`config.mk`:
```
export PLATFORM = sky130hd
export DESIGN_NAME = qdac_regs
export DESIGN_NICKNAME = d
export VERILOG_FILES = /design/src/core/qdac_pkg.sv /design/src/core/qdac_chan_corr.sv /design/src/core/qdac_regs.sv
export VERILOG_INCLUDE_DIRS = /design/src /design/src/core
export SDC_FILE = /design/constraint.sdc
export NUM_CORES = 1
export LEC_CHECK = 0
export ABC_AREA = 1
export BUFFER_PORTS_ARGS = -buffer_cell sky130_fd_sc_hd__buf_4
export CAP_MARGIN = 10
export CORE_MARGIN = 1.5
export CORE_UTILIZATION = 33
export CTS_BUF_LIST = sky130_fd_sc_hd__clkbuf_4 sky130_fd_sc_hd__clkbuf_8
export DETAILED_ROUTE_END_ITERATION = 8
export PLACE_DENSITY = 0.63
export SLEW_MARGIN = 20
export SYNTH_ARGS = -nofsm -noshare
export SYNTH_HDL_FRONTEND = slang
export SYNTH_SLANG_ARGS = --single-unit
```
`constraint.sdc`:
```
create_clock -name ref_clk -period 2 [get_ports ref_clk]
set_input_delay 0.5 -clock ref_clk [delete_from_list [all_inputs] [get_ports ref_clk]]
set_output_delay 0.5 -clock ref_clk [all_outputs]
set_load 0.02 [all_outputs]
```
`src/core/qdac_consts.svh`:
```
// Constants of the quad converter register block: offsets, fields, resets.
// Assumes a classic Wishbone slave with 32-bit data and byte addresses.
// Behaviour
// - No-operation bit ignored, always reads zero
// - Per-channel scale bits 5..2, reset one
// - Command bits 1..0 discarded, read zero
// - Monitor one-hot bits 11..15 pick source
// - All monitor bits zero: output high-impedance
// - Monitor bits 10..0 discarded, read zero
// - Monitor register resets to zero
// - Data register feeds output latch on load, if written since the last load
// - Input data registers reset to zero
// - Bipolar codes are twos complement
// - Unipolar codes are straight binary
// - Zero-calibration register per channel, reset zero
// - Calibration nine bits, eighth step each
// - Calibration twos complement in both modes
// - Readback source bit picks input or latch
// - Sync update loads accessed latches, self-clears
`ifndef QDAC_CONSTS_SVH
`define QDAC_CONSTS_SVH

`define QDAC_ADDR_CMD       8'h00
`define QDAC_ADDR_MON       8'h04
`define QDAC_ADDR_DATA0     8'h10
`define QDAC_ADDR_ZERO0     8'h20
`define QDAC_ADDR_STRIDE    8'h04

`define QDAC_CMD_READBACK   15
`define QDAC_CMD_SYNC       14
`define QDAC_CMD_BIPOLAR    13
`define QDAC_CMD_NOP        6
`define QDAC_CMD_SCALE_LO   2
`define QDAC_CMD_SCALE_HI   5
`define QDAC_CMD_WMASK      16'hA03C
`define QDAC_MON_LO         11
`define QDAC_MON_WMASK      16'hF800
`define QDAC_ZERO_WMASK     16'h01FF

`define QDAC_SCALE_RESET    4'hF
`define QDAC_MON_RESET      16'h0000
`define QDAC_DATA_RESET     16'h0000
`define QDAC_ZERO_RESET     9'h000
`define QDAC_SYNC_CLR_CYC   1

`endif

```
`src/core/qdac_pkg.sv`:
```
// Types shared by the quad converter register block.
// Assumes the constants header is included by each user.
package qdac_pkg;
    typedef logic [15:0] qdac_word_type;
    typedef logic [8:0]  qdac_zero_type;
    typedef logic [4:0]  qdac_mon_type;
    // Corrected code with three fraction bits and headroom
    typedef logic signed [19:0] qdac_corr_type;
    typedef enum logic [1:0] {QDAC_IDLE, QDAC_ACK} qdac_bus_state_type;
endpackage

```
`src/core/qdac_chan_corr.sv`:
```
// One channel's zero correction of the latched code.
// Assumes code and calibration are stable register outputs.
`timescale 1ns/1ps
`include "qdac_consts.svh"
`default_nettype none
module qdac_chan_corr (
    // Clocking
    input  wire logic                    ref_clk,
    input  wire logic                    nrst,
    // Inputs
    input  wire qdac_pkg::qdac_word_type code,
    input  wire qdac_pkg::qdac_zero_type zero_cal,
    input  wire logic                    bipolar,
    // Result
    output var  qdac_pkg::qdac_corr_type corrected
);
    import qdac_pkg::*;
    qdac_corr_type corr_reg;
    qdac_corr_type corr_next;
    qdac_corr_type code_ext;
    qdac_corr_type zero_ext;

    // Unipolar codes are lifted to signed by zero extension
    always_comb begin
        if (bipolar) begin
            // One sign bit of headroom: 1 + 16 + 3 fraction bits
            code_ext = {code[15], code, 3'b000};
        end else begin
            code_ext = {1'b0, code, 3'b000};
        end
        zero_ext = {{11{zero_cal[8]}}, zero_cal};
        corr_next = code_ext + zero_ext;
    end

    // Registered so the adder is off the output path
    always_ff @(posedge ref_clk or negedge nrst) begin
        if (!nrst) begin
            corr_reg <= 20'sh0_0000;
        end else begin
            corr_reg <= corr_next;
        end
    end
    assign corrected = corr_reg;
endmodule
`default_nettype wire

```
`src/core/qdac_regs.sv`:
```
// Register file of a quad converter: command, monitor, data, zero calibration.
// Assumes a classic Wishbone master on ref_clk; load pin arrives asynchronously.
`timescale 1ns/1ps
`include "qdac_consts.svh"
`default_nettype none
module qdac_regs (
    // Clock and reset
    input  wire logic                    ref_clk,
    input  wire logic                    nrst,
    // Wishbone slave
    input  wire logic                    wb_cyc_i,
    input  wire logic                    wb_stb_i,
    input  wire logic                    wb_we_i,
    input  wire logic [7:0]              wb_adr_i,
    input  wire logic [3:0]              wb_sel_i,
    input  wire logic [31:0]             wb_dat_i,
    output var  logic [31:0]             wb_dat_o,
    output var  logic                    wb_ack_o,
    // Load pin, active low
    input  wire logic                    latch_load_pin_n,
    // Converter side
    output var  logic [3:0]              scale_x4,
    output var  qdac_pkg::qdac_mon_type  monitor_sel,
    output var  logic                    monitor_output_pin_oe_n,
    output var  logic                    bipolar_mode,
    output var  qdac_pkg::qdac_corr_type chan_code0,
    output var  qdac_pkg::qdac_corr_type chan_code1,
    output var  qdac_pkg::qdac_corr_type chan_code2,
    output var  qdac_pkg::qdac_corr_type chan_code3
);
    import qdac_pkg::*;

    // Command and monitor register state
    logic          readback_reg;
    logic          readback_next;
    logic          sync_reg;
    logic          sync_next;
    logic          bipolar_reg;
    logic          bipolar_next;
    logic [3:0]    scale_reg;
    logic [3:0]    scale_next;
    qdac_mon_type  mon_reg;
    qdac_mon_type  mon_next;
    logic          oe_n_reg;
    logic          oe_n_next;
    // Channel storage
    qdac_word_type data_reg    [4];
    qdac_word_type data_next   [4];
    qdac_word_type latch_reg   [4];
    qdac_word_type latch_next  [4];
    qdac_zero_type zero_reg    [4];
    qdac_zero_type zero_next   [4];
    logic [3:0]    accessed_reg;
    logic [3:0]    accessed_next;
    // Bus state
    qdac_bus_state_type bus_reg;
    qdac_bus_state_type bus_next;
    logic [31:0]   rdat_reg;
    logic [31:0]   rdat_next;
    // Load pin synchroniser and edge detect; corrector outputs
    logic          ld_meta_reg;
    logic          ld_sync_reg;
    logic          ld_prev_reg;
    qdac_corr_type corr [4];

    logic          wr_en;
    logic          rd_en;
    logic          load_pulse;
    logic [15:0]   wdat;
    qdac_word_type wmerged;

    // Only the low two byte lanes carry register data
    always_comb begin
        wdat[7:0]  = wb_sel_i[0] ? wb_dat_i[7:0] : 8'h00;
        wdat[15:8] = wb_sel_i[1] ? wb_dat_i[15:8] : 8'h00;
        wr_en      = wb_cyc_i && wb_stb_i && wb_we_i && (bus_reg == QDAC_IDLE);
        rd_en      = wb_cyc_i && wb_stb_i && !wb_we_i && (bus_reg == QDAC_IDLE);
        wmerged    = wdat;
    end

    // Two flops before the pin is looked at
    always_ff @(posedge ref_clk or negedge nrst) begin
        if (!nrst) begin
            ld_meta_reg <= 1'b1;
            ld_sync_reg <= 1'b1;
            ld_prev_reg <= 1'b1;
        end else begin
            ld_meta_reg <= latch_load_pin_n;
            ld_sync_reg <= ld_meta_reg;
            ld_prev_reg <= ld_sync_reg;
        end
    end

    // Falling pin edge, or the sync bit while the pin idles high
    assign load_pulse = (ld_prev_reg && !ld_sync_reg) || (sync_reg && ld_sync_reg);

    // Register next-state logic
    always_comb begin
        readback_next = readback_reg;
        sync_next     = 1'b0;
        bipolar_next  = bipolar_reg;
        scale_next    = scale_reg;
        mon_next      = mon_reg;
        accessed_next = load_pulse ? 4'h0 : accessed_reg;
        for (int i = 0; i < 4; i++) begin
            data_next[i]  = data_reg[i];
            zero_next[i]  = zero_reg[i];
            // Only channels written since the last load are reloaded
            latch_next[i] = (load_pulse && accessed_reg[i]) ? data_reg[i] : latch_reg[i];
        end
        if (wr_en) begin
            // NO_OPERATION_BIT, reserved bits dropped: only the named fields are taken
            if (wb_adr_i == `QDAC_ADDR_CMD) begin
                readback_next = wmerged[`QDAC_CMD_READBACK];
                sync_next     = wmerged[`QDAC_CMD_SYNC] && ld_sync_reg;
                bipolar_next  = wmerged[`QDAC_CMD_BIPOLAR];
                scale_next    = wmerged[`QDAC_CMD_SCALE_HI:`QDAC_CMD_SCALE_LO];
            end
            if (wb_adr_i == `QDAC_ADDR_MON) begin
                // Host keeps this one-hot; stored as written
                mon_next = wmerged[15:`QDAC_MON_LO];
            end
            for (int i = 0; i < 4; i++) begin
                if (wb_adr_i == 8'(`QDAC_ADDR_DATA0 + `QDAC_ADDR_STRIDE * i)) begin
                    data_next[i]     = wmerged;
                    accessed_next[i] = 1'b1; // Set wins over load clear
                end
                if (wb_adr_i == 8'(`QDAC_ADDR_ZERO0 + `QDAC_ADDR_STRIDE * i)) begin
                    zero_next[i] = wmerged[8:0];
                end
            end
        end
        oe_n_next = (mon_next == 5'h00);
    end

    // Read data and acknowledge
    always_comb begin
        bus_next  = (bus_reg == QDAC_IDLE && wb_cyc_i && wb_stb_i) ? QDAC_ACK : QDAC_IDLE;
        rdat_next = 32'h0000_0000; // Unmapped reads return zero
        if (rd_en) begin
            if (wb_adr_i == `QDAC_ADDR_CMD) begin
                // NO_OPERATION_BIT and low bits read zero
                rdat_next = {16'h0000, readback_reg, sync_reg, bipolar_reg, 7'h00,
                             scale_reg, 2'b00};
            end
            if (wb_adr_i == `QDAC_ADDR_MON) begin
                rdat_next = {16'h0000, mon_reg, 11'h000};
            end
            for (int i = 0; i < 4; i++) begin
                if (wb_adr_i == 8'(`QDAC_ADDR_DATA0 + `QDAC_ADDR_STRIDE * i)) begin
                    rdat_next = {16'h0000, readback_reg ? latch_reg[i] : data_reg[i]};
                end
                if (wb_adr_i == 8'(`QDAC_ADDR_ZERO0 + `QDAC_ADDR_STRIDE * i)) begin
                    rdat_next = {23'h00_0000, zero_reg[i]};
                end
            end
        end
    end

    // State registers; all clear to documented defaults
    always_ff @(posedge ref_clk or negedge nrst) begin
        if (!nrst) begin
            readback_reg <= 1'b0;
            sync_reg     <= 1'b0;
            bipolar_reg  <= 1'b0;
            scale_reg    <= `QDAC_SCALE_RESET;
            mon_reg      <= 5'(`QDAC_MON_RESET >> `QDAC_MON_LO);
            oe_n_reg     <= 1'b1;
            accessed_reg <= 4'h0;
            bus_reg      <= QDAC_IDLE;
            rdat_reg     <= 32'h0000_0000;
            for (int i = 0; i < 4; i++) begin
                data_reg[i]  <= `QDAC_DATA_RESET;
                latch_reg[i] <= `QDAC_DATA_RESET;
                zero_reg[i]  <= `QDAC_ZERO_RESET;
            end
        end else begin
            readback_reg <= readback_next;
            sync_reg     <= sync_next;
            bipolar_reg  <= bipolar_next;
            scale_reg    <= scale_next;
            mon_reg      <= mon_next;
            oe_n_reg     <= oe_n_next;
            accessed_reg <= accessed_next;
            bus_reg      <= bus_next;
            rdat_reg     <= rdat_next;
            for (int i = 0; i < 4; i++) begin
                data_reg[i]  <= data_next[i];
                latch_reg[i] <= latch_next[i];
                zero_reg[i]  <= zero_next[i];
            end
        end
    end

    // One corrector per channel
    genvar g;
    generate
        for (g = 0; g < 4; g++) begin : g_corr
            qdac_chan_corr u_corr (
                .ref_clk   (ref_clk),
                .nrst      (nrst),
                .code      (latch_reg[g]),
                .zero_cal  (zero_reg[g]),
                .bipolar   (bipolar_reg),
                .corrected (corr[g])
            );
        end
    endgenerate

    // Outputs straight from flops
    assign wb_ack_o                = (bus_reg == QDAC_ACK);
    assign wb_dat_o                = rdat_reg;
    assign scale_x4                = scale_reg;
    assign monitor_sel             = mon_reg;
    assign monitor_output_pin_oe_n = oe_n_reg;
    assign bipolar_mode            = bipolar_reg;
    assign chan_code0              = corr[0];
    assign chan_code1              = corr[1];
    assign chan_code2              = corr[2];
    assign chan_code3              = corr[3];
endmodule
`default_nettype wire

```
==> summary.md <==
Power density over the cells: 683 nW/um2. For the sequential-to-total area share from yosys stat, the log shows 49.8%. The setup check on the worst reg-to-reg path leaves a slack of 0.06 ns. The maximum resistive drop on vdd is 439 uV, and the number of detailed-routing iterations run before antenna repair is 5. The first routing iteration left 850 violations. The number of cells on the worst reg-to-reg path is 9.

The completed layout was analyzed and its total power is 12.2 mW. Entering global routing, the biggest net connects 61 pins. In the synthesized netlist the dominant register cell turns out to be sky130_fd_sc_hd__dfrtp_1. The congestion estimate from routability-driven global placement came to 0.914. The min-delay analysis places its worst path in the category input pin to flip-flop.

The register with the most flip-flops in the layout has 80 of them. The compound-cell area share of the yosys netlist is 14.0%, and the number of vias per cell after detailed routing is 4.80. The clock-pin transition on the worst setup and hold timing paths was 0.06 ns; the number of nets in the final layout was 2040. Antenna diode count: 0. The I/O pin count was 174; the area used by multi-input combinational logic was 6390 um2. The quantity of I/O buffers inserted on ports is 139, and the number of stages on the worst hold path is 3.

Synthesis inferred 281 register bits. Global routing used 18.6% of the available tracks across all layers. The tools report the cell at the root of the clock tree as sky130_fd_sc_hd__clkbuf_8.

Yosys attributes the largest share of cell area to sky130_fd_sc_hd__dfrtp_1 48%, sky130_fd_sc_hd__nand2_1 13%, sky130_fd_sc_hd__o21ai_0 9.3%. Setup violations remaining at the end of the flow were counted as 0. On the final layout, the worst clock skew is 0.0335 ns. The largest total area in the synthesized netlist belongs to sky130_fd_sc_hd__dfrtp_1. Headroom to the max-slew limit came out at 56.7%.

Leading cell type in the layout, fill and taps excluded: sky130_fd_sc_hd__nand2_1. The floorplan has 75 rows. The effective utilization at floorplan was 33.5%; the horizontal die dimension was 210 um. The die covers 44100 um2.

The tools report the category of the worst setup path capture point as a flip-flop. The top cell types in the final layout, fill and taps aside, are 478 x sky130_fd_sc_hd__nand2_1, 266 x sky130_fd_sc_hd__dfrtp_1, 256 x sky130_fd_sc_hd__o21ai_0. The Yosys step of the flow raised 0 warnings. Of the post-synthesis cell area, the part taken by muxes is 0%. The synthesized netlist devotes 3.60% of its cell area to XOR and XNOR gates. The tools report the terminus of the critical flop-to-flop path as g_corr[0].u_corr.corrected[19]$_DFF_PN0_. The max-capacitance violation count is 0, and the number of enable flip-flop cells after synthesis is 0. The area growth from synthesis to layout is 26.3%. The number of antenna violations at the first check in global routing was 1; the residual antenna-violating net count after detailed routing was 0. The first global-routing pass estimated 63600 um of wire.

The tools report the total length of routed wires as 40900 um. After synthesis, the largest family of logic cells by area is simple AND/OR/NAND/NOR gates. For hold timing, the worst endpoint is bus_reg[0]$_DFF_PN0_. The arrival time at the worst endpoint was 2.41 ns; the TritonCTS buffer count was 50. The residual overflow from global routing is 0, and the worst endpoint required time is 2.46 ns.

Setup repair after global routing could not meet its margin everywhere. Summing every instance area after synthesis gives 14100 um2. The flow ran to the end, and the final reports show no timing, DRC or antenna violations. The clock reaches the later pin of the worst-skew pair after 0.62 ns.

The tools report the filler cell count in the final layout as 4178. In this run the worst path has a maximum fanout of 4. Detailed placement ended at an HPWL of 30200 um. The CTS sink count is 281. For this run, asynchronously set or reset flops after synthesis account for 100%.

The setup TNS is 0 ns, and the number of distinct library cells after synthesis is 43. The setup path with the least slack is of type flip-flop to flip-flop. The total area of sequential cells was 7050 um2. Of the total synthesized cell area, the portion taken by full adders, half adders and majority gates is 6.24%. After synthesis, the mean cell area works out to 8.40 um2. The floorplan die height is 210 um, and the final critical delay including setup and external delays is 1.94 ns. After detailed routing, the number of remaining DRC violations is 0. TritonCTS built the clock tree. The worst register-to-register path begins at zero_reg[30]$_DFFE_PN0P_. For this run, the share of the core covered by cells in the final layout is 42.3%.

Across all layers, the routed design uses 12000 vias. The final number of hold-violating endpoints is 0, and the cell leakage power is 9.30 nW. For the count of pins over their slew limit, the log shows 0. Timing would allow up to 515 MHz. The post-route netlist has 21.4% of its cells at a drive strength greater than 1.

The via count of the first global-routing pass came out at 11600. In this run the most critical hold path is launched from wb_stb_i. The tools report the startpoint type of the worst setup path as a flip-flop. The floorplan step defined a core boundary enclosing 42100 um2.

The number of buffers between clock root and the deepest sink was 3. The synthesized design devotes to its leading area cell type 48.4% of total area. The placed instances occupy a cell area of 16400 um2. The tools report the number of H-tree branching levels as 2. The synthesized netlist devotes 19.3% of its cell area to simple gates.

In the synthesized netlist, the number of instances is 1681. The final critical path takes up 97.1% of the cycle. The routed wire length per instance was 16.4 um; the final instance area was 17800 um2.

At the pin with the least slew margin, the transition time is 0.648 ns.
## logic make-up (layout without fill, tap and decap cells)
kind of cell / Yosys count / in the layout
buffers and inverters: 243 / 506
other: 1 / 16
adder cells (fa/ha/maj): 68 / 68
AO/OA/AOI/OAI: 376 / 376
XOR/XNOR: 58 / 58
AND/OR/NAND/NOR: 654 / 654
flip-flops: 281 / 281
## how the worst max path moves through the flow
stage / startpoint / endpoint / depth (start not counted)
2_1_floorplan: zero_reg[3]$_DFFE_PN0P_ / g_corr[3].u_corr.corrected[13]$_DFF_PN0_ / 8
3_3_place_gp: wb_adr_i[1] / wb_dat_o[4]$_DFF_PN0_ / 14
3_5_place_dp: wb_adr_i[1] / wb_dat_o[4]$_DFF_PN0_ / 14
4_1_cts: zero_reg[21]$_DFFE_PN0P_ / g_corr[1].u_corr.corrected[17]$_DFF_PN0_ / 10
5_1_grt: zero_reg[30]$_DFFE_PN0P_ / g_corr[0].u_corr.corrected[19]$_DFF_PN0_ / 9
6_report: zero_reg[30]$_DFFE_PN0P_ / g_corr[0].u_corr.corrected[19]$_DFF_PN0_ / 9
## final cells by class
type,count,share of cell area (%)
clock buffer,76,5.27
clock inverter,13,0.975
inverter,176,3.72
multi-input combinational,1172,35.8
sequential,281,39.5
tap,539,3.78
timing repair buffer,241,10.9
## metal layers
metal  vias to the layer above  share of wire [%]  GRT usage, %
li1                       5923                  -             -
met1                      5642                 47          25.7
met2                       352                 44          28.6
met4                         2                3.3          7.84
met5                         -              0.029             0
met3                        78                5.8          3.31
## through the flow
stage | std cells | hold slack, ns | setup slack [ns]
floorplan | 1696 | 0.204 | 0.0585
detailed placement | 2398 | 0.347 | -0.0882
global placement | 2398 | 0.348 | -0.0721
finish | 2498 | 0.152 | 0.0573
global route | 2498 | 0.147 | -0.0288
CTS | 2489 | 0.107 | 0.00368
## critical path, stage by stage, from the launching register on
cell and delay [ns]:
sky130_fd_sc_hd__dfrtp_1 0.40, sky130_fd_sc_hd__ha_1 0.24, sky130_fd_sc_hd__fa_1 0.41, sky130_fd_sc_hd__nand3_1 0.11, sky130_fd_sc_hd__nand3_2 0.12, sky130_fd_sc_hd__nand2_1 0.08
sky130_fd_sc_hd__nand2_1 0.09, sky130_fd_sc_hd__nand3_1 0.09, sky130_fd_sc_hd__nand2_1 0.08, sky130_fd_sc_hd__xor2_2 0.16
## Yosys cell counts (all sizes together) (2+ instances only)
library cell,count
nand3,58
dfrtp,273
clkbuf,31
inv,176
a41oi,2
o21ai,274
o31ai,8
buf,36
fa,4
a21boi,6
xnor2,6
nand2,491
nor3,12
ha,64
a221oi,2
a21o,2
xor2,52
nor2,69
dfstp,8
a21oi,69
nand4,14
nand3b,3
or2,7
o211ai,9
## power breakdown
part           leakage, nW  internal (mW)  total, mW  switching, mW
clock                0.587           3.51       5.95           2.44
sequential            3.88           5.73       5.75         0.0232
combinational         4.83          0.147      0.494          0.346
## what timing repair did
action	CTS	global route
endpoints found under the hold margin	45	0
hold buffers	2	0
setup endpoints to repair	9	31
pin swaps	0	6
buffers inserted	0	9
gates resized for setup	8	51
Power figures use the tool's default switching activity.
